===== src/logic/rcrl_pkg.sv =====
`default_nettype none
package rcrl_pkg;
    // ------------------------------------------------------------
    // Register map (byte addresses)
    // ------------------------------------------------------------
    localparam logic [11:0] OFF_CAUSE = 12'hff0;
    localparam logic [11:0] OFF_UPPER = 12'hff4;
    localparam logic [11:0] OFF_HIGH = 12'hff8;
    localparam logic [11:0] OFF_LOW = 12'hffc;
    localparam logic [11:0] OFF_IRQ_ST = 12'hfe0;
    localparam logic [11:0] OFF_IRQ_MASK = 12'hfe4;
    localparam logic [11:0] OFF_DBGCTL = 12'hfe8;
    // ------------------------------------------------------------
    // Unlock keys and cause codes (bits 7..4 of the cause register)
    // ------------------------------------------------------------
    localparam logic [7:0] KEY_FIRST = 8'h55;
    localparam logic [7:0] KEY_SECOND = 8'haa;
    localparam logic [3:0] CAUSE_POR = 4'h8;
    localparam logic [3:0] CAUSE_STOP = 4'h4;
    localparam logic [3:0] CAUSE_WDT = 4'h2;
    localparam logic [3:0] CAUSE_EXT = 4'h1;
    localparam logic [3:0] CAUSE_NONE = 4'h0;
    localparam logic [3:0] CAUSE_LOW_BITS = 4'h0;
    // ------------------------------------------------------------
    // Sequencer counts and debugger control layout
    // ------------------------------------------------------------
    localparam logic [6:0] POR_LAST = 7'h41;
    localparam logic [4:0] XTAL_LAST = 5'h0f;
    localparam logic [7:0] DBG_WMASK = 8'hc1;
    localparam logic [7:0] DBG_SELFCLR = 8'hfe;
    localparam int DBG_RST_BIT = 0;
    localparam int DBG_MODE_BIT = 7;
    localparam logic [7:0] RELOAD_RST = 8'hff;
    localparam logic [3:0] IRQ_NONE = 4'h0;
    // ------------------------------------------------------------
    // State types
    // ------------------------------------------------------------
    typedef enum logic [3:0] {
        SEQ_HOLD = 4'h1,
        SEQ_POR = 4'h2,
        SEQ_XTAL = 4'h4,
        SEQ_RUN = 4'h8
    } rcrl_seq_t;
    typedef enum logic [2:0] {
        LK_LOCKED = 3'h1,
        LK_HALF = 3'h2,
        LK_OPEN = 3'h4
    } rcrl_lock_t;
endpackage : rcrl_pkg
`default_nettype wire


===== src/logic/rcrl_top.sv =====
// Implementation choice: the APB register port.
`default_nettype none
module rcrl_top (
    input wire logic pclk,
    input wire logic presetn,
    input wire logic [11:0] paddr,
    input wire logic psel,
    input wire logic penable,
    input wire logic pwrite,
    input wire logic [31:0] pwdata,
    output logic [31:0] prdata,
    output logic pready,
    output logic pslverr,
    input wire logic supply_ok,
    input wire logic wdt_osc_tick,
    input wire logic reset_pin_n,
    input wire logic debug_pin,
    input wire logic stop_mode,
    input wire logic gpio_wake,
    input wire logic wdt_timeout,
    input wire logic wdt_reset_mode,
    input wire logic wdt_enable,
    input wire logic wdt_refresh,
    output logic sys_reset_n,
    output logic dbg_reset_n,
    output logic fetch_vector,
    output logic stop_wake,
    output logic debug_mode,
    output logic wdt_load,
    output logic [7:0] reload_upper_byte,
    output logic [7:0] reload_high_byte,
    output logic [7:0] reload_low_byte,
    output logic irq
);
    // ------------------------------------------------------------
    // Address match
    // ------------------------------------------------------------
    function automatic logic rcrl_hit(input logic [11:0] addr, input logic [11:0] off);
        rcrl_hit = (addr == off);
    endfunction : rcrl_hit

    rcrl_pkg::rcrl_seq_t state, next_state;
    rcrl_pkg::rcrl_lock_t lock, next_lock;
    logic por_path, next_por_path;
    logic keep_dbg, next_keep_dbg;
    logic [6:0] por_cnt;
    logic [4:0] xtal_cnt;
    logic [3:0] cause, next_cause;
    logic [7:0] dbgctl, next_dbgctl;
    logic [3:0] irq_st, irq_mask, next_irq_st, next_irq_mask;
    logic wdt_en_q;

    // ------------------------------------------------------------
    // Bus decode
    // ------------------------------------------------------------
    wire logic setup = psel & ~penable;
    wire logic acc = psel & penable & pready;
    wire logic wr = acc & pwrite;
    wire logic rd = acc & ~pwrite;
    wire logic [7:0] wdata = pwdata[7:0];
    wire logic sel_cause = rcrl_hit(paddr, rcrl_pkg::OFF_CAUSE);
    wire logic sel_upper = rcrl_hit(paddr, rcrl_pkg::OFF_UPPER);
    wire logic sel_high = rcrl_hit(paddr, rcrl_pkg::OFF_HIGH);
    wire logic sel_low = rcrl_hit(paddr, rcrl_pkg::OFF_LOW);
    wire logic sel_st = rcrl_hit(paddr, rcrl_pkg::OFF_IRQ_ST);
    wire logic sel_mask = rcrl_hit(paddr, rcrl_pkg::OFF_IRQ_MASK);
    wire logic sel_dbg = rcrl_hit(paddr, rcrl_pkg::OFF_DBGCTL);
    wire logic sel_reload = sel_upper | sel_high | sel_low;
    wire logic mapped = sel_cause | sel_reload | sel_st | sel_mask | sel_dbg;
    wire logic [31:0] rdata =
        sel_cause ? {24'h0, cause, rcrl_pkg::CAUSE_LOW_BITS} :
        sel_upper ? {24'h0, reload_upper_byte} :
        sel_high ? {24'h0, reload_high_byte} :
        sel_low ? {24'h0, reload_low_byte} :
        sel_st ? {28'h0, irq_st} :
        sel_mask ? {28'h0, irq_mask} :
        sel_dbg ? {24'h0, dbgctl} : 32'h0;

    // ------------------------------------------------------------
    // Reset and recovery sources
    // ------------------------------------------------------------
    wire logic running = (state == rcrl_pkg::SEQ_RUN);
    wire logic src_pwr = ~supply_ok;
    wire logic src_pin = ~reset_pin_n;
    wire logic src_dbgpin = stop_mode & ~debug_pin;
    wire logic level_src = src_pwr | src_pin | src_dbgpin;
    wire logic src_wdt = running & ~stop_mode & wdt_timeout & wdt_reset_mode;
    wire logic src_dbg = running & ~stop_mode & wr & sel_dbg & pwdata[rcrl_pkg::DBG_RST_BIT];
    wire logic reset_evt = running & (level_src | src_wdt | src_dbg);
    wire logic wake_gpio = running & stop_mode & ~level_src & gpio_wake;
    wire logic wake_wdt = running & stop_mode & ~level_src & wdt_timeout;
    wire logic wake_evt = wake_gpio | wake_wdt;
    wire logic cause_evt = reset_evt | wake_evt | (~running & level_src);
    wire logic dbg_only = src_dbg & ~(level_src | src_wdt);

    // Cause code, highest priority first
    wire logic [3:0] wake_code =
        rcrl_pkg::CAUSE_STOP | (wake_wdt ? rcrl_pkg::CAUSE_WDT : rcrl_pkg::CAUSE_NONE);
    wire logic [3:0] new_code =
        src_pwr ? rcrl_pkg::CAUSE_POR :
        src_pin ? rcrl_pkg::CAUSE_EXT :
        src_dbgpin ? rcrl_pkg::CAUSE_POR :
        src_wdt ? rcrl_pkg::CAUSE_WDT :
        wake_evt ? wake_code : rcrl_pkg::CAUSE_POR;

    // Read clears only the bits the reader was shown; a new event wins
    wire logic [3:0] rd_clear = (rd & sel_cause) ? prdata[7:4] : rcrl_pkg::CAUSE_NONE;
    assign next_cause = cause_evt ? new_code : (cause & ~rd_clear);

    // ------------------------------------------------------------
    // Reset sequencer
    // ------------------------------------------------------------
    always_comb
    begin
        next_state = state;
        next_por_path = por_path | src_pwr;
        case (state)
            rcrl_pkg::SEQ_RUN:
            begin
                next_por_path = src_pwr;
                if (reset_evt)
                    next_state = rcrl_pkg::SEQ_HOLD;
            end
            rcrl_pkg::SEQ_HOLD:
            begin
                if (!level_src)
                    next_state = por_path ? rcrl_pkg::SEQ_POR : rcrl_pkg::SEQ_XTAL;
            end
            rcrl_pkg::SEQ_POR:
            begin
                if (level_src)
                    next_state = rcrl_pkg::SEQ_HOLD;
                else if (wdt_osc_tick && por_cnt == rcrl_pkg::POR_LAST)
                    next_state = rcrl_pkg::SEQ_XTAL;
            end
            rcrl_pkg::SEQ_XTAL:
            begin
                if (level_src)
                    next_state = rcrl_pkg::SEQ_HOLD;
                else if (xtal_cnt == rcrl_pkg::XTAL_LAST)
                    next_state = rcrl_pkg::SEQ_RUN;
            end
            default:
            begin
                next_state = rcrl_pkg::SEQ_HOLD;
                next_por_path = 1'b1;
            end
        endcase
    end

    // Debugger logic survives only a reset that the debugger alone asked for
    assign next_keep_dbg = reset_evt ? dbg_only : ((~running & level_src) ? 1'b0 : keep_dbg);
    wire logic next_run = (next_state == rcrl_pkg::SEQ_RUN);
    wire logic rst_done = next_run & ~running;

    // Sequencer registers and reset outputs
    always_ff @(posedge pclk or negedge presetn)
    begin
        if (!presetn)
        begin
            state <= rcrl_pkg::SEQ_HOLD;
            por_path <= 1'b1;
            keep_dbg <= 1'b0;
            cause <= rcrl_pkg::CAUSE_POR;
            sys_reset_n <= 1'b0;
            dbg_reset_n <= 1'b0;
            fetch_vector <= 1'b0;
            stop_wake <= 1'b0;
        end
        else
        begin
            state <= next_state;
            por_path <= next_por_path;
            keep_dbg <= next_keep_dbg;
            cause <= next_cause;
            sys_reset_n <= next_run;
            dbg_reset_n <= next_run | next_keep_dbg;
            fetch_vector <= rst_done;
            stop_wake <= wake_evt;
        end
    end

    // Power-on tick counter and settle counter
    always_ff @(posedge pclk or negedge presetn)
    begin
        if (!presetn)
        begin
            por_cnt <= 7'h0;
            xtal_cnt <= 5'h0;
        end
        else
        begin
            por_cnt <= (state != rcrl_pkg::SEQ_POR) ? 7'h0 : por_cnt + 7'(wdt_osc_tick);
            xtal_cnt <= (state != rcrl_pkg::SEQ_XTAL) ? 5'h0 : xtal_cnt + 5'h1;
        end
    end

    // ------------------------------------------------------------
    // Reload unlock state machine
    // ------------------------------------------------------------
    wire logic key1 = wr & sel_cause & (wdata == rcrl_pkg::KEY_FIRST);
    wire logic key2 = wr & sel_cause & (wdata == rcrl_pkg::KEY_SECOND);
    wire logic is_open = (lock == rcrl_pkg::LK_OPEN);
    wire logic reload_ok = wr & is_open & sel_reload;
    wire logic refused = wr & sel_reload & ~is_open;
    wire logic abort = wr & (((lock == rcrl_pkg::LK_HALF) & ~key2) | (is_open & ~sel_reload));

    always_comb
    begin
        next_lock = lock;
        case (lock)
            rcrl_pkg::LK_LOCKED:
            begin
                if (key1)
                    next_lock = rcrl_pkg::LK_HALF;
            end
            rcrl_pkg::LK_HALF:
            begin
                if (wr)
                    next_lock = key2 ? rcrl_pkg::LK_OPEN : rcrl_pkg::LK_LOCKED;
            end
            rcrl_pkg::LK_OPEN:
            begin
                if (wr && !(sel_upper || sel_high))
                    next_lock = rcrl_pkg::LK_LOCKED;
            end
            default:
            begin
                next_lock = rcrl_pkg::LK_LOCKED;
            end
        endcase
        if (!running)
            next_lock = rcrl_pkg::LK_LOCKED;
    end

    // Lock state and reload bytes
    always_ff @(posedge pclk or negedge presetn)
    begin
        if (!presetn)
        begin
            lock <= rcrl_pkg::LK_LOCKED;
            reload_upper_byte <= rcrl_pkg::RELOAD_RST;
            reload_high_byte <= rcrl_pkg::RELOAD_RST;
            reload_low_byte <= rcrl_pkg::RELOAD_RST;
        end
        else
        begin
            lock <= next_lock;
            if (reload_ok && sel_upper)
                reload_upper_byte <= wdata;
            if (reload_ok && sel_high)
                reload_high_byte <= wdata;
            if (reload_ok && sel_low)
                reload_low_byte <= wdata;
        end
    end

    // ------------------------------------------------------------
    // Debugger control, watchdog load, interrupts, bus answer
    // ------------------------------------------------------------
    wire logic dbg_wipe = ~running & ~keep_dbg;
    assign next_dbgctl = dbg_wipe ? 8'h0 :
        (wr & sel_dbg) ? (wdata & rcrl_pkg::DBG_WMASK) : (dbgctl & rcrl_pkg::DBG_SELFCLR);
    wire logic [3:0] irq_set = {refused, abort, wake_evt, rst_done};
    wire logic [3:0] irq_clr = (wr & sel_st) ? pwdata[3:0] : rcrl_pkg::IRQ_NONE;
    assign next_irq_st = irq_set | (irq_st & ~irq_clr);
    assign next_irq_mask = (wr & sel_mask) ? pwdata[3:0] : irq_mask;

    always_ff @(posedge pclk or negedge presetn)
    begin
        if (!presetn)
        begin
            dbgctl <= 8'h0;
            debug_mode <= 1'b0;
            wdt_en_q <= 1'b0;
            wdt_load <= 1'b0;
            irq_st <= rcrl_pkg::IRQ_NONE;
            irq_mask <= rcrl_pkg::IRQ_NONE;
            irq <= 1'b0;
        end
        else
        begin
            dbgctl <= next_dbgctl;
            debug_mode <= next_dbgctl[rcrl_pkg::DBG_MODE_BIT];
            wdt_en_q <= wdt_enable;
            wdt_load <= (wdt_enable & ~wdt_en_q) | wdt_refresh;
            irq_st <= next_irq_st;
            irq_mask <= next_irq_mask;
            irq <= |(next_irq_st & next_irq_mask);
        end
    end

    // APB answer: one wait-free access phase, data latched at setup
    always_ff @(posedge pclk or negedge presetn)
    begin
        if (!presetn)
        begin
            prdata <= 32'h0;
            pready <= 1'b0;
            pslverr <= 1'b0;
        end
        else
        begin
            pready <= setup;
            pslverr <= setup & ~mapped;
            if (setup)
            begin
                prdata <= rdata;
            end
        end
    end

    wire logic [3:0] seen_hi = prdata[7:4];
endmodule : rcrl_top
`default_nettype wire


===== config.mk =====
export PLATFORM = sky130hd
export DESIGN_NAME = rcrl_top
export DESIGN_NICKNAME = d
export VERILOG_FILES = /design/src/logic/rcrl_pkg.sv /design/src/logic/rcrl_top.sv
export SDC_FILE = /design/constraint.sdc
export NUM_CORES = 1
export LEC_CHECK = 0
export BUFFER_PORTS_ARGS = -buffer_cell sky130_fd_sc_hd__buf_2
export CORE_AREA = 2 2 82 123
export DETAILED_ROUTE_END_ITERATION = 8
export DIE_AREA = 0 0 84 125
export PLACE_DENSITY_LB_ADDON = 0.08
export SLEW_MARGIN = 20
export SYNTH_ARGS = -nofsm -noshare
export SYNTH_HDL_FRONTEND = slang
export SYNTH_SLANG_ARGS = --single-unit
export TNS_END_PERCENT = 30

===== constraint.sdc =====
create_clock -name pclk -period 2.6 [get_ports pclk]
set_input_delay 0.52 -clock pclk [delete_from_list [all_inputs] [get_ports pclk]]
set_output_delay 0.52 -clock pclk [all_outputs]
set_load 0.02 [all_outputs]

# Word-level counts from Yosys, hierarchy flattened
# Index checks and enable logic that the tools add are counted.
[op_classes] n_addsub=2 mul=0 div_mod_pow=0 order_cmp=0 n_eq_ne=24 shift=0 muxes=38 bitwise_logic=75 reduce_logical=11
[ops] cell="$eq 12x12->1 const B" n=7
[ops] cell="$mux 8" n=9
[ops] cell="$mux 4" n=15
[ops] cell="$and 1x1->1" n=37
[ops] cell="$mux 3" n=6
[ops] cell="$or 1x1->1" n=17
[ops] cell="$pmux 4 s4" n=1
[ops] cell="$not 1->1" n=15
[ops] cell="$and 4x4->4" n=3
[ops] cell="$pmux 3 s3" n=1
[ops] cell="$eq 4x4->1 const B" n=2
[ops] cell="$eq 8x7->1 const B" n=1
[ops] cell="$eq 8x8->1 const B" n=1
[ops] cell="$not 4->4" n=2
[ops] cell="$add 7x1->7" n=1
[ops] cell="$eq 7x7->1 const B" n=1
[ops] cell="$mux 7" n=1
[ops] cell="$ne 3x3->1 const B" n=2
[ops] cell="$add 5x1->5 const B" n=1
[ops] cell="$eq 5x4->1 const B" n=1
[ops] cell="$logic_and 1x1->1" n=5
[ops] cell="$mux 5" n=1
[ops] cell="$eq 4x1->1 const B" n=1
[ops] cell="$eq 4x2->1 const B" n=1
[ops] cell="17 further kinds" n=18
[totals] register_bits=107 latch_bits=0 mem_bits_rw=0 rom_bits=0 input_bits=59 out_inout_bits=65 mem_count=0

# Logic depth before layout (Yosys ltp)
[depth] word_depth=15 depth_mapped=7 mapped_depth_nobuf=7

# Worst setup path before layout
# No wires, ideal clock.
[synth_path] kind="input port to flip-flop" start="input paddr[0]" end="register reload_low_byte[0]" t_arrival_ns=1.854 path_slack_ns=0.664 cell_stages=6 n_path_buf=1 path_cell_list="nand3b_1 -> or3_4 -> nor2_2 -> and3_1 -> buf_4 -> mux2_2"
[synth_between] elab_chain_len=5 elab_cells_between_ends=7 cone_classes="eq/ne: 3; bitwise: 3; reduce/logical: 1"
[synth_rtl] item="from (decl)" line="rcrl_top.sv:6" source="input wire logic [11:0] paddr,"
[synth_rtl] item="$eq 12x12->1" line="rcrl_top.sv:39" source="rcrl_hit = (addr == off);"
[synth_rtl] item="$or 1x1->1 (2 in a row)" line="rcrl_top.sv:68" source="wire logic sel_reload = sel_upper | sel_high | sel_low;"
[synth_rtl] item="$and 1x1->1" line="rcrl_top.sv:204" source="wire logic reload_ok = wr & is_open & sel_reload;"
[synth_rtl] item="$logic_and 1x1->1 (*)" line="rcrl_top.sv:253" source="if (reload_ok && sel_low)"
[synth_rtl] item="to (signal assigned)" line="rcrl_top.sv:244" source="reload_low_byte <= rcrl_pkg::RELOAD_RST;"
[synth_rtl] item="to (signal assigned)" line="rcrl_top.sv:254" source="reload_low_byte <= wdata;"
[synth_rtl] item="to (decl)" line="rcrl_top.sv:32" source="output logic [7:0] reload_low_byte,"
# Mark *: on every way between the ends. The rest lies on a longest branch, timed or not.
# A chain may end at the register's enable or synchronous reset.

# Worst setup path in the final report
[layout_path] start="register lock[2]" end="register reload_low_byte[5]"
[layout_between] elab_chain_len=4
[layout_rtl] item="from (decl)" line="rcrl_top.sv:43" source="rcrl_pkg::rcrl_lock_t lock, next_lock;"
[layout_rtl] item="from (signal assigned)" line="rcrl_top.sv:241" source="lock <= rcrl_pkg::LK_LOCKED;"
[layout_rtl] item="from (signal assigned)" line="rcrl_top.sv:248" source="lock <= next_lock;"
[layout_rtl] item="$eq 3x3->1" line="rcrl_top.sv:203" source="wire logic is_open = (lock == rcrl_pkg::LK_OPEN);"
[layout_rtl] item="$and 1x1->1 (2 in a row)" line="rcrl_top.sv:204"
[layout_rtl] item="$logic_and 1x1->1" line="rcrl_top.sv:253"
# No other way between the ends.

==> results by group <==
Clocking
  – Hold buffers post-CTS: 0
  – Clock-pin slew on the worst setup and hold paths: 0.05 ns
  – Post_cts resized: 0
  – CTS tree: done
  – CTS root buf: clkbuf_16
  – Clock buffer depth: 2
  – Post-CTS Setup Repair Bufs: 0
  – Worst-Skew Late Latency: around 0.34 ns
  – CTS buffer count: 9
  – H-tree levels: 3
  – Clock sink count: 77

Floorplan
  – Full die area: roughly 11000 um2
  – Initial Utilization: a little over two fifths
  – I/O Pins: ~120
  – Die Ht: roughly 130 um
  – Core area: ~9500 um2
  – FP Rows: 44
  – Die Width: around 84 um

Global route
  – GR Overflow Total: 0
  – Vias in the first global route: about 3300
  – Initial antenna violation count: 0
  – Total GRT Usage: roughly a fifth
  – First-pass GRT wire length: between 15000 and 20000 um
  – Largest net degree at the start of global routing: 42

Routing
  – DRC viols: 0
  – Initial DRT Pass Iterations: 4
  – Vias: roughly 3200
  – Vias per cell: 5.38
  – Routed wire per std cell: roughly 17 um
  – Final antenna-violating net count: 0
  – Final WL: roughly 10000 um
  – Initial drt markers: 180

Cells and area
  – Area growth syn-to-layout: 17.9%
  – N_diodes: 0
  – Nets: around 540
  – Commonest non-fill, non-tap cells in the layout: buf_2, dfrtp_1, nor2_1
  – Most common cell after layout, fill and taps aside: buf_2
  – Fraction of layout cells with a size suffix above 1: between 30 and 40%

Timing
  – RSZ-0062 raised after global routing: no
  – Slew Limit Headroom: between 60% and 70%
  – Crit path time final: 2.02 ns
  – Worst-Margin Slew: 0.572 ns
  – TNS Setup: 0 ns
  – Hold Vio Cnt, Final: 0
  – Fin crit share: between 70% and 80%
  – FMAX: 496 MHz
  – Final Slew Violations: 0
  – Final setup vio count: 0
  – Worst Clk Skew: 0.00711 ns

Min path
  – Hold Crit Class: input pin to asynchronous set/reset pin

Yosys
  – Synth async-reset ratio: 100%
  – Cell Area, Synth: around 4100 um2
  – Netlist cell types: just over 60
  – Synth Register Bits: 77
  – Synth Flop Type: dfrtp_1
  – Syn avg cell area: ~10 um2
  – Post-synth EDFFs: 0
  – Post-Synthesis Cells: ~400
  – Yosys warning total: 0
  – Sequential cell area fraction in the yosys report: a little under half

Status
  – Status: finished, final reports clean

Setup path
  – Critical Path Start Type: flop
  – Reg-to-reg critical path endpoint: reload_low_byte[5]
  – Req. time, crit path: between 2 and 3 ns
  – R2R Setup Slk: a little under 0.6 ns
  – R2r startpoint: lock[2]
  – Critical path class: flop to flop
  – Reg2reg path depth: 6
  – CP max FO: 8
  – Setup crit end kind: flop
  – Critical Path AT: approximately 2.3 ns

Placed design
  – Routability Congestion: 0.800
  – Port Buf Inserts: 75
  – Detailed placement HPWL: roughly 7700 um

Flow run
  – Max cap viols: 0

Pwr
  – PD cells: about 530 nW/um2
  – Tot Pwr: 2.58 mW
  – LEAKAGE: approximately 2.3 nW
  – Maximum VDD drop: slightly below 0.0004 V
## critical path, stage by stage, from the launching register on
cell and delay (ns):
dfrtp_1 0.42, nor3b_1 0.46, nand2_1 0.15, nor2_2 0.20
and3_1 0.18, buf_4 0.19, mux2_2 0.35
## layout make-up
| class | instances | area, um2 |
|---|---|---|
| multi-input combinational | 282 | 1920 |
| clock inverter | 2 | 10.0 |
| inverter | 21 | 78.8 |
| clock buffer | 14 | 264 |
| fill | 927 | 4660 |
| tap | 115 | 144 |
| sequential | 77 | 1960 |
| timing repair buffer | 88 | 488 |
## flip-flops by register name (all words and copies together), names as in the netlist, 5 cells and up
| signal | cells |
|---|---|
| reload_low_byte | 8 |
| reload_high_byte | 8 |
| prdata | 8 |
| por_cnt | 7 |
| xtal_cnt | 5 |
| reload_upper_byte | 8 |
## through the flow
step / utilization, % / hold WS [ns] / instance area [um2] / worst slack [ns] / std cells
6_report: 51.1 / 0.169 / 4860 / 0.585 / 599
3_5_place_dp: 48.2 / 0.452 / 4590 / 0.362 / 583
5_1_grt: 51.1 / 0.214 / 4860 / 0.495 / 599
4_1_cts: 51.1 / 0.189 / 4860 / 0.601 / 599
2_1_floorplan: - / 0.224 / 4210 / 0.664 / 422
3_3_place_gp: 48.2 / 0.446 / 4590 / 0.369 / 583
## synthesized netlist by cell type, drive strengths merged, types with 5 or more instances
| library cell | number | area, um2 |
|---|---|---|
| nand3b | 6 | 61.3 |
| mux2 | 29 | 327 |
| nor3 | 10 | 55.1 |
| o31ai | 6 | 45.0 |
| a21oi | 18 | 90.1 |
| o21ai | 16 | 80.1 |
| or2 | 7 | 43.8 |
| nor4b | 5 | 62.6 |
| a31oi | 5 | 31.3 |
| buf | 29 | 206 |
| inv | 21 | 78.8 |
| o22ai | 7 | 43.8 |
| nor4bb | 5 | 50.1 |
| nand3 | 11 | 55.1 |
| nand2 | 22 | 85.1 |
| clkbuf | 13 | 48.8 |
| dfstp | 28 | 736 |
| nand4 | 6 | 43.8 |
| and3 | 8 | 50.1 |
| o41ai | 5 | 43.8 |
| dfrtp | 49 | 1230 |
| xnor2 | 6 | 52.6 |
| nor2 | 34 | 130 |
| nor3b | 5 | 37.5 |
## cell families after synthesis
| group | count (synthesis) | share of synthesized area [%] |
|---|---|---|
| flops | 77 | 47.5 |
| other cells | 1 | 0.0909 |
| buf+inv | 63 | 8.10 |
| xor+xnor | 9 | 1.91 |
| mux | 34 | 9.73 |
| compound gates | 76 | 12.1 |
| simple gates | 135 | 19.3 |
| fa+ha+maj | 4 | 1.21 |
## power breakdown
| part | total, mW | leakage, nW | internal, mW | switching [mW] |
|---|---|---|---|---|
| Clock | 1.16 | 0.137 | 0.696 | 0.462 |
| Combinational | 0.202 | 1.23 | 0.0600 | 0.142 |
| Sequential | 1.22 | 0.934 | 1.21 | 0.00762 |
## per-layer routing
| layer | GRT usage [%] | part of all wire [%] | wire length [um] |
|---|---|---|---|
| met1 | 24.6 | 40 | 4110 |
| met2 | 36.4 | 54 | 5520 |
| met3 | 2.84 | 3.2 | 326 |
| met4 | 9.96 | 2.4 | 250 |
| met5 | 0 | 0 | 0 |
## how the worst max path moves through the flow
stage | cells past startpoint | end | slack [ns] | startpoint
floorplan | 6 | reload_low_byte[0] | 0.66 | paddr[0]
global placement | 6 | irq | 0.37 | paddr[0]
detailed placement | 7 | reload_low_byte[0] | 0.36 | paddr[0]
CTS | 6 | reload_low_byte[5] | 0.60 | lock[2]
global route | 6 | reload_low_byte[5] | 0.49 | lock[2]
finish | 6 | reload_low_byte[5] | 0.58 | lock[2]
(Power assumes the default switching activity.)
